[config.mk]
export PLATFORM = sky130hd
export DESIGN_NAME = sfph_top
export DESIGN_NICKNAME = d
export VERILOG_FILES = /design/src/pkg/sfph_pkg.sv /design/src/pkg/sfph_guard_if.sv /design/src/verilog/sfph_guard.sv /design/src/verilog/sfph_top.sv
export VERILOG_INCLUDE_DIRS = /design/src /design/src/pkg
export SDC_FILE = /design/constraint.sdc
export NUM_CORES = 1
export LEC_CHECK = 0
export ABC_AREA = 1
export BUFFER_PORTS_ARGS = -buffer_cell sky130_fd_sc_hd__buf_2
export CAP_MARGIN = 20
export CORE_UTILIZATION = 30
export CTS_CLUSTER_SIZE = 40
export DETAILED_ROUTE_END_ITERATION = 10
export GPL_TIMING_DRIVEN = 1
export REMOVE_ABC_BUFFERS = 1
export SKIP_LAST_GASP = 1
export SYNTH_ARGS = -nofsm -noshare
export SYNTH_HDL_FRONTEND = slang
export SYNTH_SLANG_ARGS = --single-unit
[constraint.sdc]
create_clock -name SYS_CLK -period 2 [get_ports SYS_CLK]
set_input_delay 0.3 -clock SYS_CLK [delete_from_list [all_inputs] [get_ports SYS_CLK]]
set_output_delay 0.3 -clock SYS_CLK [all_outputs]
set_load 0.05 [all_outputs]
[src/pkg/sfph_params.svh]
// constants of the serial flash guard and pause block
// assumes inclusion by bare name from pkg/ on the search path
`ifndef SFPH_PARAMS_SVH
`define SFPH_PARAMS_SVH

// ==================================================
// opcodes
`define SFPH_OPC_STATUS_WR 8'h01
`define SFPH_OPC_BYTE_PROG 8'h02
`define SFPH_OPC_STATUS_RD 8'h05
`define SFPH_OPC_SECT_ERASE 8'h20
`define SFPH_OPC_CHIP_ERASE 8'h60
`define SFPH_OPC_AAI_PROG 8'hAF

// ==================================================
// bit counts at which a sequence is complete, and the count at which the counter stops
`define SFPH_CNT_OPC 6'h08
`define SFPH_CNT_STATUS 6'h10
`define SFPH_CNT_ADDR 6'h20
`define SFPH_CNT_PROG 6'h28
`define SFPH_CNT_MAX 6'h3F

// ==================================================
// status register fields and power-up values
`define SFPH_SR_LEVEL_LO 2
`define SFPH_SR_LEVEL_HI 3
`define SFPH_SR_LOCKDOWN 7
`define SFPH_LEVEL_RST 2'h3
`define SFPH_LOCK_RST 1'h0

// ==================================================
// sector numbers where guard levels 1 and 2 begin
`define SFPH_SECT_LEVEL1 4'h7
`define SFPH_SECT_LEVEL2 4'h6

`endif

[src/pkg/sfph_pkg.sv]
// types of the serial flash guard and pause block
// assumes nothing beyond a SystemVerilog compiler
package sfph_pkg;

   typedef enum logic [1:0] {
      SFPH_ARR_PROG  = 2'h0,
      SFPH_ARR_SECT  = 2'h1,
      SFPH_ARR_CHIP  = 2'h2,
      SFPH_ARR_NONE  = 2'h3
   } sfph_arr_op_t;

   typedef enum logic {
      SFPH_RUN   = 1'b0,
      SFPH_PAUSE = 1'b1
   } sfph_pause_t;

endpackage

[src/pkg/sfph_guard_if.sv]
// address to sector and guard check link between the top and the checker
// assumes sfph_pkg is compiled first
interface sfph_guard_if;
   logic [18:0] addr;
   logic [1:0] level;
   logic [3:0] sector;
   logic prot;

   modport chk (input addr, input level, output sector, output prot);
   modport use_side (output addr, output level, input sector, input prot);
endinterface

[src/verilog/sfph_guard.sv]
// sector decode and guard-level range check, purely combinational
// assumes the caller holds the address and level steady for a cycle
`include "sfph_params.svh"

module sfph_guard
   import sfph_pkg::*;
(
   // check link
   sfph_guard_if.chk gi
);

   // ==================================================
   // sector decode
   function automatic logic [3:0] sect_of(input logic [18:0] a);
      logic [3:0] s;
      s = {1'b0, a[18:16]};
      if (a[18:16] == 3'h7) begin
         if (!a[15]) s = 4'h7;
         else if (!a[14]) s = 4'h8;
         else if (!a[13]) s = a[12] ? 4'hA : 4'h9;
         else s = 4'hB;
      end
      return s;
   endfunction

   always_comb begin
      gi.sector = sect_of(gi.addr);
      unique case (gi.level)
         2'h0: gi.prot = 1'b0;
         2'h1: gi.prot = gi.sector >= `SFPH_SECT_LEVEL1;
         2'h2: gi.prot = gi.sector >= `SFPH_SECT_LEVEL2;
         2'h3: gi.prot = 1'b1;
      endcase
   end

endmodule

[src/verilog/sfph_top.sv]
// write guard, status guard bits and pause logic of a serial flash, memory side
// assumes pins arrive asynchronously to SYS_CLK and SCK is far slower than it
`include "sfph_params.svh"

// Operation
// - sample serial input on each rising serial clock edge while selected and not paused
// - change serial output on falling serial clock edges
// - respond only while select is low, stay idle while high
// - serial clock modes 0 and 3 only, sampling on rising edges
// - decode A18..A12 into twelve sectors of varying size
// - guard levels 00 none, 01 top 64K, 10 top 128K, 11 everything
// - refuse program or erase whose target lies in the guarded range
// - status write updates guard level only if guard pin high or lockdown clear
// - whole-array erase only when guard level is zero
// - power-up guard level is 11, whole array protected
// - power-up lockdown is zero
// - guard pin low with lockdown set rejects status write, bits unchanged
// - guard pin high makes lockdown a don't care
// - lockdown sits in status bit 7, qualified by the guard pin
// - pause pin falling enters pause once serial clock is low, while selected
// - pause pin rising leaves pause once serial clock is low
// - paused: output floats, serial input and clock ignored
// - select high while paused resets serial logic, sequence dropped
// - guard level low bit 2, high bit 3; only these and lockdown writable
module sfph_top
   import sfph_pkg::*;
(
   // clock and reset
   input wire logic SYS_CLK,
   input wire logic ARST_N,
   // serial pins
   input wire logic SCK,
   input wire logic SI,
   input wire logic CS_N,
   input wire logic WRITE_GUARD_N,
   input wire logic PAUSE_N,
   output logic SO,
   output logic SO_OE_N,
   // array command side
   output logic ARRAY_REQ,
   output sfph_arr_op_t ARRAY_OP,
   output logic [18:0] ARRAY_ADDR,
   output logic [7:0] ARRAY_DATA,
   output logic CMD_REFUSED,
   // status
   output logic [1:0] GUARD_LEVEL,
   output logic GUARD_LOCKDOWN,
   output logic PAUSED
);

   // ==================================================
   // pin synchronisers
   logic [1:0] sck_q, si_q, cs_q, wg_q, pn_q;
   logic sck_d, cs_d;

   always_ff @(posedge SYS_CLK or negedge ARST_N) begin
      if (!ARST_N) begin
         sck_q <= 2'h0;
         si_q <= 2'h0;
         cs_q <= 2'h3;
         wg_q <= 2'h3;
         pn_q <= 2'h3;
         sck_d <= 1'b0;
         cs_d <= 1'b1;
      end else begin
         sck_q <= {sck_q[0], SCK};
         si_q <= {si_q[0], SI};
         cs_q <= {cs_q[0], CS_N};
         wg_q <= {wg_q[0], WRITE_GUARD_N};
         pn_q <= {pn_q[0], PAUSE_N};
         sck_d <= sck_q[1];
         cs_d <= cs_q[1];
      end
   end

   logic sck_s, si_s, cs_s, wg_s, pn_s;
   assign sck_s = sck_q[1];
   assign si_s = si_q[1];
   assign cs_s = cs_q[1];
   assign wg_s = wg_q[1];
   assign pn_s = pn_q[1];

   logic sck_rise, sck_fall, cs_rise;
   assign sck_rise = sck_s & ~sck_d;
   assign sck_fall = ~sck_s & sck_d;
   assign cs_rise = cs_s & ~cs_d;

   // ==================================================
   // pause state
   sfph_pause_t pause_r, pause_nxt;

   always_comb begin
      pause_nxt = pause_r;
      unique case (pause_r)
         SFPH_RUN: if (!pn_s && !sck_s && !cs_s) pause_nxt = SFPH_PAUSE;
         SFPH_PAUSE: if (pn_s && !sck_s) pause_nxt = SFPH_RUN;
      endcase
   end

   always_ff @(posedge SYS_CLK or negedge ARST_N) begin
      if (!ARST_N) pause_r <= SFPH_RUN;
      else pause_r <= pause_nxt;
   end

   logic paused;
   assign paused = (pause_r == SFPH_PAUSE);

   // ==================================================
   // serial shifter
   logic [5:0] cnt_r, cnt_nxt;
   logic [7:0] sh_r, sh_nxt, op_r, op_nxt, dat_r, dat_nxt, out_r, out_nxt;
   logic [23:0] addr_r, addr_nxt;
   logic so_r, so_nxt, oe_n_r, oe_n_nxt;
   logic [7:0] status_byte;
   logic active, take, rd_stat;

   // paused: clock and data lines ignored
   assign active = ~cs_s & ~paused;
   assign take = active & sck_rise;
   assign rd_stat = (op_r == `SFPH_OPC_STATUS_RD) && (cnt_r >= `SFPH_CNT_OPC);

   always_comb begin
      status_byte = 8'h00;
      status_byte[`SFPH_SR_LEVEL_LO] = GUARD_LEVEL[0];
      status_byte[`SFPH_SR_LEVEL_HI] = GUARD_LEVEL[1];
      status_byte[`SFPH_SR_LOCKDOWN] = GUARD_LOCKDOWN;
   end

   always_comb begin
      cnt_nxt = cnt_r;
      sh_nxt = sh_r;
      op_nxt = op_r;
      dat_nxt = dat_r;
      addr_nxt = addr_r;
      out_nxt = out_r;
      so_nxt = so_r;
      if (cs_s) begin
         // deselect ends every sequence, paused or not
         cnt_nxt = 6'h00;
         op_nxt = 8'h00;
      end else if (take) begin
         sh_nxt = {sh_r[6:0], si_s};
         if (cnt_r != `SFPH_CNT_MAX) cnt_nxt = cnt_r + 6'h01;
         if (cnt_r >= `SFPH_CNT_OPC && cnt_r < `SFPH_CNT_ADDR) addr_nxt = {addr_r[22:0], si_s};
         if (cnt_nxt == `SFPH_CNT_OPC) begin
            op_nxt = sh_nxt;
            out_nxt = status_byte;
         end
         if (cnt_nxt == `SFPH_CNT_STATUS || cnt_nxt == `SFPH_CNT_PROG) dat_nxt = sh_nxt;
      end else if (active && sck_fall && rd_stat) begin
         so_nxt = out_r[7];
         out_nxt = {out_r[6:0], out_r[7]};
      end
      oe_n_nxt = ~(active & rd_stat);
   end

   always_ff @(posedge SYS_CLK or negedge ARST_N) begin
      if (!ARST_N) begin
         cnt_r <= 6'h00;
         sh_r <= 8'h00;
         op_r <= 8'h00;
         dat_r <= 8'h00;
         addr_r <= 24'h000000;
         out_r <= 8'h00;
         so_r <= 1'b0;
         oe_n_r <= 1'b1;
      end else begin
         cnt_r <= cnt_nxt;
         sh_r <= sh_nxt;
         op_r <= op_nxt;
         dat_r <= dat_nxt;
         addr_r <= addr_nxt;
         out_r <= out_nxt;
         so_r <= so_nxt;
         oe_n_r <= oe_n_nxt;
      end
   end

   assign SO = so_r;
   assign SO_OE_N = oe_n_r;
   assign PAUSED = paused;

   // ==================================================
   // guard check
   sfph_guard_if gi ();
   sfph_guard u_guard (.gi(gi.chk));
   assign gi.addr = addr_r[18:0];
   assign gi.level = GUARD_LEVEL;

   // ==================================================
   // command execution at deselect
   logic [1:0] level_r, level_nxt;
   logic lock_r, lock_nxt, req_r, req_nxt, ref_r, ref_nxt;
   sfph_arr_op_t aop_r, aop_nxt;
   logic exec, is_wr, is_prog, is_sect, is_chip, wr_ok;

   // a select rise while paused abandons the sequence
   assign exec = cs_rise & ~paused;
   assign is_wr = (op_r == `SFPH_OPC_STATUS_WR) && (cnt_r == `SFPH_CNT_STATUS);
   assign is_prog = (op_r == `SFPH_OPC_BYTE_PROG || op_r == `SFPH_OPC_AAI_PROG) && (cnt_r == `SFPH_CNT_PROG);
   assign is_sect = (op_r == `SFPH_OPC_SECT_ERASE) && (cnt_r == `SFPH_CNT_ADDR);
   assign is_chip = (op_r == `SFPH_OPC_CHIP_ERASE) && (cnt_r == `SFPH_CNT_OPC);
   assign wr_ok = wg_s | ~lock_r;

   always_comb begin
      level_nxt = level_r;
      lock_nxt = lock_r;
      req_nxt = 1'b0;
      ref_nxt = 1'b0;
      aop_nxt = aop_r;
      if (exec && is_wr) begin
         if (wr_ok) begin
            level_nxt = {dat_r[`SFPH_SR_LEVEL_HI], dat_r[`SFPH_SR_LEVEL_LO]};
            lock_nxt = dat_r[`SFPH_SR_LOCKDOWN];
         end else begin
            ref_nxt = 1'b1;
         end
      end else if (exec && (is_prog || is_sect)) begin
         aop_nxt = is_prog ? SFPH_ARR_PROG : SFPH_ARR_SECT;
         req_nxt = ~gi.prot;
         ref_nxt = gi.prot;
      end else if (exec && is_chip) begin
         aop_nxt = SFPH_ARR_CHIP;
         req_nxt = (level_r == 2'h0);
         ref_nxt = (level_r != 2'h0);
      end
   end

   always_ff @(posedge SYS_CLK or negedge ARST_N) begin
      if (!ARST_N) begin
         level_r <= `SFPH_LEVEL_RST;
         lock_r <= `SFPH_LOCK_RST;
         req_r <= 1'b0;
         ref_r <= 1'b0;
         aop_r <= SFPH_ARR_NONE;
      end else begin
         level_r <= level_nxt;
         lock_r <= lock_nxt;
         req_r <= req_nxt;
         ref_r <= ref_nxt;
         aop_r <= aop_nxt;
      end
   end

   assign GUARD_LEVEL = level_r;
   assign GUARD_LOCKDOWN = lock_r;
   assign ARRAY_REQ = req_r;
   assign CMD_REFUSED = ref_r;
   assign ARRAY_OP = aop_r;
   assign ARRAY_ADDR = addr_r[18:0];
   assign ARRAY_DATA = dat_r;
endmodule

-- Yosys cells after proc, flatten, opt, wreduce, memory -nomap -nowiden
Cells that the tools add are included.
- flip-flop bits (word level): 78
- output and inout bits: 37
- bits of input ports: 7
- logic and storage cells: 127
- magnitude comparators: 4
- mux-type cells: 30
- $add $sub $neg: 1
- bitwise operators: 18
- reductions and logical operators: 34
- equality and inequality tests: 19
- operators by type and width (operator ; count):
    $mux 8 ; 6
    $mux 6 ; 5
    $eq 6x6->1 const B ; 3
    $logic_and 1x1->1 ; 14
    $eq 6x4->1 const B ; 2
    $eq 6x5->1 const B ; 2
    $reduce_and 3->1 ; 4
    $mux 1 ; 10
    $mux 2 ; 5
    $not 1->1 ; 10
    $reduce_bool 2->1 ; 5
    $eq 8x1->1 const B ; 1
    $eq 8x2->1 const B ; 1
    $eq 8x3->1 const B ; 1
    $eq 8x6->1 const B ; 1
    $eq 8x7->1 const B ; 1
    $eq 8x8->1 const B ; 1
    $ge 4x3->1 const B ; 2
    $mux 4 ; 2
    $reduce_and 2->1 ; 4
    $and 1x1->1 ; 7
    $add 6x1->6 const B ; 1
    $ge 6x4->1 const B ; 1
    $lt 6x6->1 const B ; 1
    11 further kinds ; 16

-- Depth between registers and ports, before layout
- word-level depth: 10
- gate-level depth with buffers: 12
- mapped depth without buffers: 12

-- Modules after synthesis
Synthesis repeated with hierarchy kept, for this count alone.
- cells, all modules: 396
- area, all modules: 3552.2 sq um
- modules (own cells, without submodules) (module ; area each (sq um) ; cells each ; sequential area each (sq um) ; times used):
    sfph_top ; 3447.1 ; 371 ; 1966.9 ; 1
    sfph_guard ; 105.1 ; 25 ; 0.0 ; 1

-- Worst setup path after synthesis
OpenSTA, ideal clock, no wires.
- path kind: reg2reg
- from: register pause_r (netlist: PAUSED)
- to: register addr_r[17]
- library setup time: 131 ps
- path slack: 203 ps
- stages on the path, launching flop included: 9
- arrival time: 1666 ps
- clock period less this slack: 1797 ps
- path buffers: 2
- data required time: 1869 ps
- path through: dfrtp_1 -> inv_1 -> nand2_1 -> nor3_1 -> buf_2 -> o211ai_2 -> clkbuf_1 -> nand2_1 -> o21ai_0
- longest elaborated chain between the ends: 4
- RTL lines (item ; line ; RTL):
    start: declaration ; sfph_top.sv:90 ; sfph_pause_t pause_r, pause_nxt;
    start signal: assignment ; sfph_top.sv:102 ; else pause_r <= pause_nxt;
    $not 1->1 ; n/a ;
    $and 1x1->1 ; sfph_top.sv:118 ; assign active = ~cs_s & ~paused;
    $and 1x1->1 ; sfph_top.sv:119 ; assign take = active & sck_rise;
    $reduce_and 3->1 (no source line) ; n/a ;
    end signal: assignment ; sfph_top.sv:172 ; addr_r <= addr_nxt;
    end: declaration ; sfph_top.sv:112 ; logic [23:0] addr_r, addr_nxt;
Every way passes these cells.
A chain may end at the register's enable or synchronous reset.

-- Worst setup path in the final report
- from: register cnt_r[0]
- to: register op_r[4]
- longest elaborated chain between the ends: 7
- elaborated cells between the ends (all ways): 8
- classes of those cells: add/sub (1); eq/ne (2); mux (3); reduce/logical (2)
- RTL lines (item ; line ; RTL):
    start: declaration ; sfph_top.sv:110 ; logic [5:0] cnt_r, cnt_nxt;
    start signal: assignment ; sfph_top.sv:168 ; cnt_r <= cnt_nxt;
    $add 6x1->6 / $ne 6x6->1 (equally long branches) ; n/a ;
    $mux 6 (*) ; sfph_top.sv:143 ; if (cnt_r != `SFPH_CNT_MAX) cnt_nxt = cnt_r + 6'h01;
    $mux 6 (*) ; sfph_top.sv:141 ; end else if (take) begin
    $mux 6 (*) ; sfph_top.sv:137 ; if (cs_s) begin
    $eq 6x4->1 (no source line) (*) ; n/a ;
    $reduce_bool 2->1 (no source line) (*) ; n/a ;
    $reduce_and 2->1 (no source line) (*) ; n/a ;
    end signal: assignment ; sfph_top.sv:170 ; op_r <= op_nxt;
    end: declaration ; sfph_top.sv:111 ; logic [7:0] sh_r, sh_nxt, op_r, op_nxt, dat_r, dat_nxt, out_r, out_nxt;
Every way passes the cells marked *; elsewhere a longest branch is shown, timed or not. The select of a mux whose other input is x is not followed.

==> impl_metrics.ini <==
[detailed_routing]
avgRoutedWirePerCell_um = 12.5
drc = 0
wirelength_um = 7320
met3_length_um = 296
first_pass_iters = 4
final_antenna_net_count = 0
dr.max_layer_used = met4
met2_length_um = 3380
dr.first_iter.drc_count = 136
wl_met1_um = 3520
vias = 2683
vias_per_cell = 4.57

[setup_path]
cp.arrival_ns = 2.07
cp_top_family = simple AND/OR/NAND/NOR gates
cp.buffers_inverters = 2
crit_type = reg2reg
critPathLaunchType = register
cp-end-kind = register
r2r_setup_slack_ns = 0.15
cp_slowest_cell = dfrtp_2
cp_common_cell = nand2_4
cp_slowest_stage_delay_ns = 0.43
r2r-end = op_r[4]$_DFFE_PN0P_
critical_path.cell_chain = inv_1 > ha_1 > o21bai_1 > nand2_1 > nand2_4 > nor2_8 > nand2_4 > buf_12 > nand3_2 > o21ai_2
reg2regPathDepth = 10
crit_fanout = 15
r2r_start = cnt_r[0]$_DFFE_PN0N_
crit_required_ns = 2.22

[floorplanning]
dieArea_um2 = 12200
die_y_um = 110
io_pins = 44
coreArea_um2 = 11400
num_rows = 39
start_util_pct = 30.8
dieWidth_um = 110

[global_routing]
grt_max_degree = 48
grt_pass1_vias = 2545
antenna_found_initial = 0
grtUsageTotal_pct = 13.6
grt_overflow = 0
grt_pass1_wl_um = 12500

[synth]
yosysMostFrequentCell = nand2_1
ys.flop_type = dfrtp_1
synth_area_leaders = dfrtp_1, nand2_1, dfstp_2, inv_1, o21ai_0
ys_types = 35
yosysSeqAreaShare_pct = 55.9
async_reset_ff_share_pct = 100
synth_warnings = 0
syn_area_per_cell_um2 = 9.19
synth_top_cell_by_area = dfrtp_1
netlist_instances = 383
synth_edf_count = 0
synth.cell_area_um2 = 3520
yosys.area.top_type_share_pct = 46.9
synthTopCellsByCount = nand2_1, dfrtp_1, inv_1
synth-seq-cells = 78

[timing]
slew_headroom_pct = 59.0
setup_violations = 0
hold_viol = 0
hold-worst-slack_ns = 0.0665
fmax_mhz = 541
drv_slew = 0
worst_pin_slew_ns = 0.615
min_period_ns = 1.85
finClkSkew_ns = 0.00771
min_period_over_period_pct = 92.4
rsz0062_at_grt = false

[cells_and_area]
n_antenna_cell = 0
post-route-cell-area_um2 = 4320
nNetsFinal = 448
areaGrowthSynthToFinish_pct = 22.7
drive_gt1_share_pct = 28.4

[run]
maxCapViolCount = 0

[worst_hold_path]
min_path_type = in2reg
whs_path_depth = 1
min_to = wg_q[0]$_DFF_PN1_
hold_start = WRITE_GUARD_N

[clock_network]
cts_tree = done
cts_buffer_depth = 2
cts_max_level = 3
clk_latency_ns = 0.33
clk_pin_slew_ns = 0.07
cts-root-buf = clkbuf_16
clock_sinks = 78
cts_buffers = 9

[power_and_ir_drop]
ir_drop_v = 0.000416
powerDensity_nw_per_um2 = 807
leakage_nw = 2.14

[run_status]
status = finished clean

[placed_design]
hpwl_um = 5430
gp_congestion = 0.809
detailed_place.area_um2 = 3980
place.port_buffers = 43
cell usage in the layout, fill, tap and decap left out, drive strengths merged:
master	count
bufinv	1
nand3	37
a21oi	14
nor3b	2
ha	2
buf	55
nor2	32
dfrtp	66
o211ai	1
xnor2	1
inv	54
nand2	95
o2111ai	1
clkbuf	9
nand4	5
clkinvlp	3
nor3	5
nor4	1
a31oi	1
dlygate4sd3	1
mux2	2
dfstp	12
nand3b	1
o21ai	39
o22ai	3
o21bai	1
area by class of cell:
cell class | count | area [um^2]
Sequential cell | 78 | 1970
Fill cell | 1192 | 7100
Clock inverter | 7 | 78.8
Tap cell | 143 | 179
Multi-Input combinational cell | 243 | 1320
Timing Repair Buffer | 56 | 355
Clock buffer | 9 | 225
Inverter | 51 | 191
routing by layer:
| layer | track usage, % | vias up |
|---|---|---|
| li1 | - | 1339 |
| met5 | 0 | - |
| met4 | 5.08 | 0 |
| met2 | 21.0 | 51 |
| met3 | 3.59 | 8 |
| met1 | 18.2 | 1285 |
report_power, final:
part | leakage [nW] | switching [W] | total (W) | internal (W)
combinational | 0.969 | 0.000118 | 0.000162 | 0.0000441
clock | 0.139 | 0.000673 | 0.00165 | 0.000979
sequential | 1.03 | 0.0000343 | 0.00167 | 0.00163
total | 2.14 | 0.000825 | 0.00348 | 0.00266
registers in the layout, indices dropped and copies added (netlist names), 2 cells and up:
signal       flops
cs_q             2
ARRAY_DATA       8
si_q             2
GUARD_LEVEL      2
out_r            8
sh_r             7
ARRAY_OP         2
pn_q             2
cnt_r            6
sck_q            2
addr_r          19
wg_q             2
op_r             8
worst max path at each step:
| stage | to | start | depth (start not counted) |
|---|---|---|---|
| 5_1_grt | op_r[7]$_DFFE_PN0P_ | cnt_r[0]$_DFFE_PN0N_ | 10 |
| 4_1_cts | op_r[7]$_DFFE_PN0P_ | cnt_r[0]$_DFFE_PN0N_ | 11 |
| 3_5_place_dp | op_r[7]$_DFFE_PN0P_ | cnt_r[0]$_DFFE_PN0N_ | 11 |
| 2_1_floorplan | addr_r[18]$_DFFE_PN0P_ | cs_q[1]$_DFF_PN1_ | 5 |
| 3_3_place_gp | op_r[0]$_DFFE_PN0P_ | cnt_r[0]$_DFFE_PN0N_ | 11 |
| 6_report | op_r[4]$_DFFE_PN0P_ | cnt_r[0]$_DFFE_PN0N_ | 10 |
through the flow:
| stage | total power, W | cells | setup WS, ns | setup TNS [ns] | utilization [%] |
|---|---|---|---|---|---|
| 3_5_place_dp | 0.00186 | 570 | 0.102 | 0 | 34.8 |
| 5_1_grt | 0.00362 | 587 | 0.0179 | 0 | 37.8 |
| 3_3_place_gp | 0.00186 | 570 | 0.173 | 0 | 34.8 |
| 2_1_floorplan | 0.00177 | 372 | -1.08 | -38.15 | - |
| 4_1_cts | 0.00354 | 587 | 0.0811 | 0 | 37.6 |
| 6_report | 0.00348 | 587 | 0.152 | 0 | 37.8 |
cell families (layout without fill, tap and decap cells):
| family | Yosys count | after routing | synth area share (%) |
|---|---|---|---|
| xor+xnor | 1 | 1 | 0.249 |
| buf+inv | 62 | 123 | 7.25 |
| mux | 2 | 2 | 0.640 |
| flops | 78 | 78 | 55.9 |
| fa+ha+maj | 2 | 2 | 0.711 |
| compound gates | 60 | 60 | 10.1 |
| simple gates | 178 | 178 | 25.1 |
repair_timing:
| item | 4_1_cts | 5_1_grt |
|---|---|---|
| resized for setup | 0 | 4 |
| buffers inserted | 0 | 0 |
| hold buffers | 1 | 0 |
| endpoints found under the setup margin | 0 | 17 |
| endpoints found under the hold margin | 6 | 0 |
worst reg2reg max path, cell delays in order (launching register included):
cell      delay [ns]
dfrtp_2         0.43
inv_1           0.10
ha_1            0.29
o21bai_1        0.15
nand2_1         0.13
nand2_4         0.08
nor2_8          0.12
nand2_4         0.13
buf_12          0.18
nand3_2         0.07
o21ai_2         0.05
No activity file was read; power rests on OpenSTA's default activity.
